<file path="src/design/dio_pkg.sv">
// package: constants and types for the digital i/o process data port
// Summary of operation
// general purpose width is 0, 1, 2, 4 or 8 bytes
// gp inputs and outputs share that width
// gp i/o present with any interface choice
// no interface leaves only gp i/o path
// digital i/o port is 1 to 4 bytes
// each byte independently input or output
// sof mode samples inputs just before insertion
// external mode samples on application strobe
// sync modes sample on sync pulse zero/one
// eof mode updates outputs on error-free frame
// sync output modes need distributed clocks enabled
// emulation option sets config bit 0 of 0x0141
// outputs hold; capture never touches output bytes
package dio_pkg;
  localparam int DIO_MAX_BYTES = 4;
  localparam int DIO_GP_MAX_BYTES = 8;
  localparam logic [15:0] DIO_EMUL_REG_OFFSET = 16'h0141;
  localparam int DIO_EMUL_BIT = 0;
  localparam logic [7:0] DIO_OUT_RESET = 8'h00;
  localparam logic [7:0] DIO_IN_RESET = 8'h00;

  typedef enum logic [1:0] {
    DIO_PDI_NONE = 2'h0,
    DIO_PDI_DIGITAL = 2'h1,
    DIO_PDI_OTHER = 2'h3
  } dio_pdi_t;

  typedef enum logic [1:0] {
    DIO_IN_SOF = 2'h0,
    DIO_IN_EXT = 2'h1,
    DIO_IN_DC_SYNC_PULSE_ZERO = 2'h3,
    DIO_IN_DC_SYNC_PULSE_ONE = 2'h2
  } dio_in_mode_t;

  typedef enum logic [1:0] {
    DIO_OUT_EOF = 2'h0,
    DIO_OUT_DC_SYNC_PULSE_ZERO = 2'h1,
    DIO_OUT_DC_SYNC_PULSE_ONE = 2'h3
  } dio_out_mode_t;

  typedef struct packed {
    logic sof;
    logic insert_soon;
    logic eof;
    logic frame_ok;
  } dio_frame_t;

  typedef struct packed {
    logic dc_sync_pulse_zero;
    logic dc_sync_pulse_one;
  } dio_sync_t;
endpackage

</file>
<file path="src/design/dio_sync3.sv">
// three-stage input synchroniser with agreement filter
`timescale 1ns/1ps
module dio_sync3 #(
  parameter int WIDTH = 1
) (
  input  wire logic             i_clk,
  input  wire logic             i_rst_b,
  input  wire logic [WIDTH-1:0] i_async,
  output logic      [WIDTH-1:0] o_sync
);
  logic [WIDTH-1:0] meta;
  logic [WIDTH-1:0] s2;
  logic [WIDTH-1:0] s3;
  logic [WIDTH-1:0] next_o_sync;

  // a change counts only once stage two and three agree
  assign next_o_sync = (s2 == s3) ? s3 : o_sync;

  always_ff @(posedge i_clk or negedge i_rst_b)
  begin
    if (!i_rst_b)
    begin
      meta <= '0;
      s2 <= '0;
      s3 <= '0;
      o_sync <= '0;
    end
    else
    begin
      meta <= i_async;
      s2 <= meta;
      s3 <= s2;
      o_sync <= next_o_sync;
    end
  end
endmodule

</file>
<file path="src/design/dio_byte_reg.sv">
// one byte register with load enable, reset to a constant
`timescale 1ns/1ps
module dio_byte_reg
  import dio_pkg::*;
(
  input  wire logic       i_clk,
  input  wire logic       i_rst_b,
  input  wire logic       i_load,
  input  wire logic [7:0] i_data,
  output logic      [7:0] o_data
);
  always_ff @(posedge i_clk or negedge i_rst_b)
  begin
    if (!i_rst_b)
      o_data <= DIO_OUT_RESET;
    else if (i_load)
      o_data <= i_data;
  end
endmodule

</file>
<file path="src/design/dio_port.sv">
// digital i/o process data port with general purpose i/o
`timescale 1ns/1ps
module dio_port
  import dio_pkg::*;
#(
  parameter int                  NUM_BYTES    = DIO_MAX_BYTES,
  parameter logic [3:0]          BYTE_IS_OUT  = 4'h8,
  parameter int                  GP_BYTES     = DIO_GP_MAX_BYTES,
  parameter dio_pkg::dio_pdi_t   PDI_SEL      = DIO_PDI_DIGITAL,
  parameter dio_pkg::dio_in_mode_t  IN_MODE   = DIO_IN_SOF,
  parameter dio_pkg::dio_out_mode_t OUT_MODE  = DIO_OUT_EOF,
  parameter bit                  DC_ENABLED   = 1'b1,
  parameter bit                  DEVICE_EMUL  = 1'b0
) (
  input  wire logic                   i_clk,
  input  wire logic                   i_rst_b,
  input  wire dio_pkg::dio_frame_t    i_frame,
  input  wire dio_pkg::dio_sync_t     i_sync,
  input  wire logic                   i_external_input_capture_strobe,
  input  wire logic [8*DIO_MAX_BYTES-1:0] i_pin,
  input  wire logic [8*DIO_MAX_BYTES-1:0] i_frame_out_data,
  output logic      [8*DIO_MAX_BYTES-1:0] o_pin,
  output logic      [DIO_MAX_BYTES-1:0]   o_pin_oe,
  output logic      [8*DIO_MAX_BYTES-1:0] o_frame_in_data,
  output logic                        o_in_captured,
  output logic                        o_out_updated,
  input  wire logic [8*DIO_GP_MAX_BYTES-1:0] i_gp_in,
  input  wire logic [8*DIO_GP_MAX_BYTES-1:0] i_gp_out_data,
  output logic      [8*DIO_GP_MAX_BYTES-1:0] o_gp_in_data,
  output logic      [8*DIO_GP_MAX_BYTES-1:0] o_gp_out,
  output logic      [7:0]             o_emul_cfg
);
  localparam bit DIO_ACTIVE = (PDI_SEL == DIO_PDI_DIGITAL);
  localparam logic [3:0] BYTE_USED = 4'((1 << NUM_BYTES) - 1);

  initial
  begin
    // build-time checks of legal sizes
    if (NUM_BYTES < 1 || NUM_BYTES > DIO_MAX_BYTES)
      $error("digital i/o size must be 1 to 4 bytes");
    if (!(GP_BYTES == 0 || GP_BYTES == 1 || GP_BYTES == 2 || GP_BYTES == 4 || GP_BYTES == 8))
      $error("gp width must be 0, 1, 2, 4 or 8 bytes");
  end

  logic [8*DIO_MAX_BYTES-1:0] pin_s;
  logic [8*DIO_GP_MAX_BYTES-1:0] gp_s;
  logic [2:0] ev_s;
  logic strobe_s;
  logic dc_sync_pulse_zero_s;
  logic dc_sync_pulse_one_s;
  logic [2:0] ev_d;

  dio_sync3 #(.WIDTH(8*DIO_MAX_BYTES)) u_pin_sync (
    .i_clk   (i_clk),
    .i_rst_b (i_rst_b),
    .i_async (i_pin),
    .o_sync  (pin_s)
  );

  dio_sync3 #(.WIDTH(8*DIO_GP_MAX_BYTES)) u_gp_sync (
    .i_clk   (i_clk),
    .i_rst_b (i_rst_b),
    .i_async (i_gp_in),
    .o_sync  (gp_s)
  );

  // strobe and sync pulses come from outside the core clock
  dio_sync3 #(.WIDTH(3)) u_ev_sync (
    .i_clk   (i_clk),
    .i_rst_b (i_rst_b),
    .i_async ({i_external_input_capture_strobe, i_sync.dc_sync_pulse_zero, i_sync.dc_sync_pulse_one}),
    .o_sync  (ev_s)
  );

  always_ff @(posedge i_clk or negedge i_rst_b)
  begin
    if (!i_rst_b)
      ev_d <= 3'h0;
    else
      ev_d <= ev_s;
  end

  // rising edges after filtering
  assign strobe_s = ev_s[2] & ~ev_d[2];
  assign dc_sync_pulse_zero_s = ev_s[1] & ~ev_d[1];
  assign dc_sync_pulse_one_s = ev_s[0] & ~ev_d[0];

  logic capture;
  logic update;
  assign capture = DIO_ACTIVE &&
    ((IN_MODE == DIO_IN_SOF   && i_frame.insert_soon) ||
     (IN_MODE == DIO_IN_EXT   && strobe_s) ||
     (IN_MODE == DIO_IN_DC_SYNC_PULSE_ZERO && dc_sync_pulse_zero_s) ||
     (IN_MODE == DIO_IN_DC_SYNC_PULSE_ONE && dc_sync_pulse_one_s));
  // sync output modes are dead without distributed clocks
  assign update = DIO_ACTIVE &&
    ((OUT_MODE == DIO_OUT_EOF && i_frame.eof && i_frame.frame_ok) ||
     (OUT_MODE == DIO_OUT_DC_SYNC_PULSE_ZERO && DC_ENABLED && dc_sync_pulse_zero_s) ||
     (OUT_MODE == DIO_OUT_DC_SYNC_PULSE_ONE && DC_ENABLED && dc_sync_pulse_one_s));

  logic [DIO_MAX_BYTES-1:0] is_out;
  logic [DIO_MAX_BYTES-1:0] is_in;
  assign is_out = BYTE_IS_OUT & BYTE_USED;
  assign is_in = ~BYTE_IS_OUT & BYTE_USED;

  logic [8*DIO_MAX_BYTES-1:0] out_q;
  logic [8*DIO_MAX_BYTES-1:0] in_q;

  genvar b;
  generate
    for (b = 0; b < DIO_MAX_BYTES; b++)
    begin : g_byte
      // output bytes hold between triggers; input capture skips them
      dio_byte_reg u_out (
        .i_clk   (i_clk),
        .i_rst_b (i_rst_b),
        .i_load  (update & is_out[b]),
        .i_data  (i_frame_out_data[8*b +: 8]),
        .o_data  (out_q[8*b +: 8])
      );
      dio_byte_reg u_in (
        .i_clk   (i_clk),
        .i_rst_b (i_rst_b),
        .i_load  (capture & is_in[b]),
        .i_data  (pin_s[8*b +: 8]),
        .o_data  (in_q[8*b +: 8])
      );
      assign o_pin[8*b +: 8] = is_out[b] ? out_q[8*b +: 8] : 8'h00;
      assign o_pin_oe[b] = is_out[b] & DIO_ACTIVE;
      assign o_frame_in_data[8*b +: 8] = in_q[8*b +: 8];
    end
  endgenerate

  logic [8*DIO_GP_MAX_BYTES-1:0] gp_mask;
  assign gp_mask = (GP_BYTES >= DIO_GP_MAX_BYTES) ? '1 :
                   (8*DIO_GP_MAX_BYTES)'((64'h1 << (8*GP_BYTES)) - 64'h1);

  // gp i/o works for any interface selection, also none
  always_ff @(posedge i_clk or negedge i_rst_b)
  begin
    if (!i_rst_b)
    begin
      o_gp_in_data <= '0;
      o_gp_out <= '0;
    end
    else
    begin
      o_gp_in_data <= gp_s & gp_mask;
      o_gp_out <= i_gp_out_data & gp_mask;
    end
  end

  always_ff @(posedge i_clk or negedge i_rst_b)
  begin
    if (!i_rst_b)
    begin
      o_in_captured <= 1'b0;
      o_out_updated <= 1'b0;
      o_emul_cfg <= 8'h00;
    end
    else
    begin
      o_in_captured <= capture;
      o_out_updated <= update;
      o_emul_cfg <= {7'h00, DEVICE_EMUL};
    end
  end
endmodule

</file>
<file path="config.mk">
export PLATFORM = sky130hd
export DESIGN_NAME = dio_port
export DESIGN_NICKNAME = d
export VERILOG_FILES = /design/src/design/dio_pkg.sv /design/src/design/dio_sync3.sv /design/src/design/dio_byte_reg.sv /design/src/design/dio_port.sv
export SDC_FILE = /design/constraint.sdc
export NUM_CORES = 1
export LEC_CHECK = 0
export ABC_CLOCK_PERIOD_IN_PS = 2000
export BUFFER_PORTS_ARGS = -buffer_cell sky130_fd_sc_hd__buf_2
export CAP_MARGIN = 40
export CORE_UTILIZATION = 47
export CTS_BUF_LIST = sky130_fd_sc_hd__clkbuf_16
export CTS_CLUSTER_DIAMETER = 30
export DETAILED_ROUTE_END_ITERATION = 8
export PLACE_DENSITY = 0.75
export SETUP_SLACK_MARGIN = 0.5
export SYNTH_ARGS = -nofsm -noshare
export SYNTH_HDL_FRONTEND = slang
export SYNTH_SLANG_ARGS = --single-unit
</file>
<file path="constraint.sdc">
create_clock -name i_clk -period 2 [get_ports i_clk]
set_input_delay 0 -clock i_clk [delete_from_list [all_inputs] [get_ports i_clk]]
set_output_delay 0 -clock i_clk [all_outputs]
set_load 0.03 [all_outputs]
</file>
After elaboration in Yosys (flattened, before gate mapping)
Index checks and enable logic that the tools add are counted.

storage, ports and cells
  flip-flop bits (word level) = 538
  input port bits = 201
  output and inout port bits = 206
  word-level logic and storage cells = 19

operators by class
  eq/ne operators = 2
  reductions and logical operators = 1

operators by type and width
  cell                  count
  64-bit equality test  1
  32-bit equality test  1
  1-bit logical AND     1

Longest topological paths before layout
  depth after elaboration = 1
  mapped depth = 6
  mapped depth without buffers = 5

By module
Synthesis repeated with hierarchy kept, for this count alone.

second synthesis, totals
  cells, all modules = 871
  area, all modules = 17390.4 um^2

modules (own cells, without submodules)
  module                  times used  cells each  area each (um^2)  sequential area each (um^2)
  dio_sync3 (u_gp_sync)   1           411         8124.0            6406.1
  dio_sync3 (u_pin_sync)  1           206         4071.4            3203.1
  dio_port                1           169         3537.1            3253.1
  dio_byte_reg            5           17          331.6             200.2

Least setup slack after synthesis
No wires, ideal clock.

  kind = reg-to-reg
  start = register u_gp_sync.s3[0]
  end = register u_gp_sync.o_sync[10]
  setup time = 0.125 ns
  data arrival time = 1.801 ns
  required time = 1.875 ns
  setup slack = 0.074 ns
  stages on the path, launching flop included = 7
  buffers on the path = 1
  path through = dfrtp_1 -> xnor2_1 -> nand4_1 -> nor4_1 -> nand4_2 -> buf_6 -> mux2_4

between the ends
  longest elaborated chain between the ends = 1

ends and longest elaborated chain
  element                 RTL line         RTL
  from (decl)             dio_sync3.sv:13  logic [WIDTH-1:0] s3;
  from (signal assigned)  dio_sync3.sv:25  s3 <= '0;
  from (signal assigned)  dio_sync3.sv:32  s3 <= s2;
  64-bit equality test    dio_sync3.sv:17  assign next_o_sync = (s2 == s3) ? s3 : o_sync;
  to (signal assigned)    dio_sync3.sv:33  o_sync <= next_o_sync;
  to (decl)               dio_sync3.sv:9   output logic [WIDTH-1:0] o_sync

Every way passes these cells.
A chain may end at the register's enable or synchronous reset.

Worst setup path in the final report
  start = register u_gp_sync.s3[5]
  end = register u_gp_sync.o_sync[62]

Same word-level chain as after synthesis.

==> out/metrics.yaml <==
setup_path:
  worstPathRequired_ns: 2.48
  startpoint_type: "flip-flop"
  cp-endpoint: "u_gp_sync.o_sync[62]"
  cp_max_fo: 15
  startpoint: "u_gp_sync.s3[5]"
  r2r-start: "u_gp_sync.s3[5]"
  worstReg2RegEnd: "u_gp_sync.o_sync[62]"
  worstSetupPathType: "flip-flop to flip-flop"
  endpoint_kind: "flip-flop"
  r2r_slack_ns: -0.27
  r2r.worst_path.cells: 8
  cp.arrival_ns: 2.75
logic_synthesis:
  yosys.area.top_type_share_pct: 81.5
  synth_common_cells: "dfrtp_1 (538), xnor2_1 (96), mux2_2 (60), mux2_4 (60), buf_4 (44)"
  synth_compound_area_share_pct: 0
  ys_seq_area_share_pct: 81.5
  yosysUniqueCellTypes: 14
  synthSimpleGateAreaFrac_pct: 1.26
  post_synth.cell_area_avg_um2: 19.5
  synthFlopType: "dfrtp_1"
  synth_most_common_cell: "dfrtp_1"
  synthTopCellsByArea: "dfrtp_1 (82%), mux2_4 (5.5%), xnor2_1 (5.1%)"
  syn_area_um2: 16500
  yosys_register_bits: 538
  muxShareOfSynthArea_pct: 9.55
  yosysTopAreaCell: "dfrtp_1"
  synth_edf_count: 0
  synth_xor_area_share_pct: 5.09
  synth_top_family_by_area: "multiplexers"
  yosys_warnings: 0
  synthAdderAreaFrac_pct: 0
  synthCells: 845
  async_reset_ff_share_pct: 100
sta:
  slew_violations: 0
  setup_ws_ns: -0.272
  finalSetupTns_ns: -15.30
  rsz0062_at_grt: "yes"
  min_period_ns: 2.27
  hold_viol: 0
  relSlewSlack_pct: 60.1
  fmax_ghz: 0.440
  fin_crit_sh_pct: 114
  tightestPinTransition_ns: 0.598
  fin_hold_ws_ns: 0.0231
  finClkSkew_ns: 0.0449
  setup_viol_count_final: 64
placement:
  dp_hpwl_um: 20600
  dp_cells: 1644
  portBuffers: 334
  pre_cts_slack_ns: -0.186
  routabilityCongestion: 0.804
final_layout:
  final.fill_count: 1985
  regArea_um2: 13500
  drive_above_1_share_pct: 42.4
  areaGrowthSynthToFinish_pct: 48.7
  final_net_count: 1698
  multi_input_area_um2: 3030
  post-route-util_pct: 71.1
  stdcell_count: 2035
detailed_routing:
  drtIter0Drc: 401
  routed_wl_um: 42700
  wire_per_inst_um: 21.0
  via_count: 9515
  dr.pass1.iters: 4
  drc: 0
  detail-route-antenna-nets: 0
  drt-vias-per-instance: 4.68
worst_hold_path:
  hp-class: "input pin to flip-flop"
cts:
  cts-buffers-inserted: 96
  root_buffer: "clkbuf_16"
  clk_pin_slew_ns: 0.06
  cts_tree: "done"
  numClockSinks: 538
  cts_buffer_depth: 3
  htree_num_levels: 3
  insertion_delay_ns: 0.62
grt:
  grt_pass1_wl_um: 65500
  antenna_found_initial: 2
  grt_max_degree: 81
  track_usage_pct: 24.6
  first_global_vias: 11100
  grt_overflow_total: 0
floorplan:
  die_w_um: 189
  io_pins: 407
  dieHeight_um: 189
  initial_core_util_pct: 47.8
  coreArea_um2: 34500
  die_area_um2: 35900
  rows: 68
pwr:
  cellPowerDensity_nw_per_um2: 1190
  p_leak_nw: 12.3
  ir_drop_mv: 0.990
run_status:
  violations: "negative setup slack"
  status: "finished with violations"
job:
  cap_viol_max_count: 0
cell families after synthesis:
logic type | after synthesis
other | 2
AND/OR/NAND/NOR | 33
multiplexers | 120
XOR/XNOR | 96
buffers and inverters | 56
flip-flops | 538
placed cells by master (no fill, tap or decap), types with 4 or more instances in the layout:
| cell type | n |
|---|---|
| clkinv_4 | 8 |
| clkinvlp_4 | 16 |
| buf_16 | 5 |
| clkbuf_16 | 100 |
| mux2_4 | 84 |
| dfrtp_1 | 538 |
| buf_4 | 16 |
| conb_1 | 44 |
| buf_12 | 9 |
| nand4_1 | 24 |
| xnor2_1 | 85 |
| buf_2 | 333 |
| clkinv_1 | 7 |
| bufinv_16 | 10 |
| clkinv_2 | 9 |
| nor4_2 | 4 |
| mux2_2 | 36 |
| xnor2_2 | 11 |
| inv_6 | 14 |
| inv_1 | 12 |
| dlygate4sd3_1 | 198 |
| buf_8 | 4 |
cell type report:
class	instances	area share, %
diodes	2	0.0204
multi-input cells	293	12.4
repair buffers	567	17.0
inverters	1	0.0153
flip-flops and latches	538	54.8
clock inverters	80	3.32
well taps	455	2.32
clock buffers	99	10.1
worst min-delay path by stage:
stage,start,endpoint,slack (ns),cells past startpoint
after floorplan,i_rst_b,g_byte[0].u_in.o_data[0],-0.30,0
after global placement,i_rst_b,g_byte[3].u_out.o_data[0],-0.04,1
after detailed placement,i_rst_b,g_byte[3].u_out.o_data[0],-0.04,1
after CTS,i_gp_out_data[46],o_gp_out[46],0.0003,2
after global routing,i_gp_in[47],u_gp_sync.meta[47],0.001,2
final,i_gp_in[50],u_gp_sync.meta[50],0.02,2
report_power, final:
part           switching (W)  total (W)  leakage (nW)  internal [W]
sequential          0.000248     0.0115          6.68        0.0113
clock                0.00582     0.0162          1.60        0.0104
combinational       0.000842    0.00149          4.06      0.000651
total                0.00691     0.0293          12.3        0.0224
state kept, by name (all words and copies together), names as in the netlist, 32 cells and up:
signal and count:
u_pin_sync.s3 32, u_gp_sync.s2 64, u_gp_sync.meta 64, o_gp_in_data 64, o_gp_out 64, u_gp_sync.s3 64, u_pin_sync.meta 32, u_pin_sync.s2 32
u_gp_sync.o_sync 64
metal layers:
layer / share of wire [%] / GRT usage (%) / wire length [µm] / up-vias
li1: - / - / - / 4070
met4: 4.2 / 11.8 / 1810 / 0
met5: 0 / 0 / 0 / -
met1: 37 / 28.0 / 15700 / 4939
met3: 5.8 / 6.86 / 2490 / 109
met2: 53 / 42.9 / 22700 / 397
metrics by stage:
step                      instance area, µm²  total power, W
after global placement                 18800          0.0127
after floorplan                        16700          0.0122
after CTS                              24400          0.0292
after detailed placement               18800          0.0128
final                                  24600          0.0293
after global routing                   24500          0.0302
critical path: stages (launching register included):
cell,delay (ns)
dfrtp_1,0.42
xnor2_2,0.21
nand4_1,0.18
nor4_2,0.36
buf_4,0.19
nand4_4,0.09
buf_12,0.17
buf_16,0.17
mux2_4,0.31
timing repair:
action,CTS,global route
pin swaps,9,12
hold buffers,198,0
buffers inserted,3,3
gates cloned,5,1
endpoints found under the hold margin,711,0
setup endpoints to repair,88,88
resized for setup,44,13
Note: power is estimated with default switching activity, not from simulation.
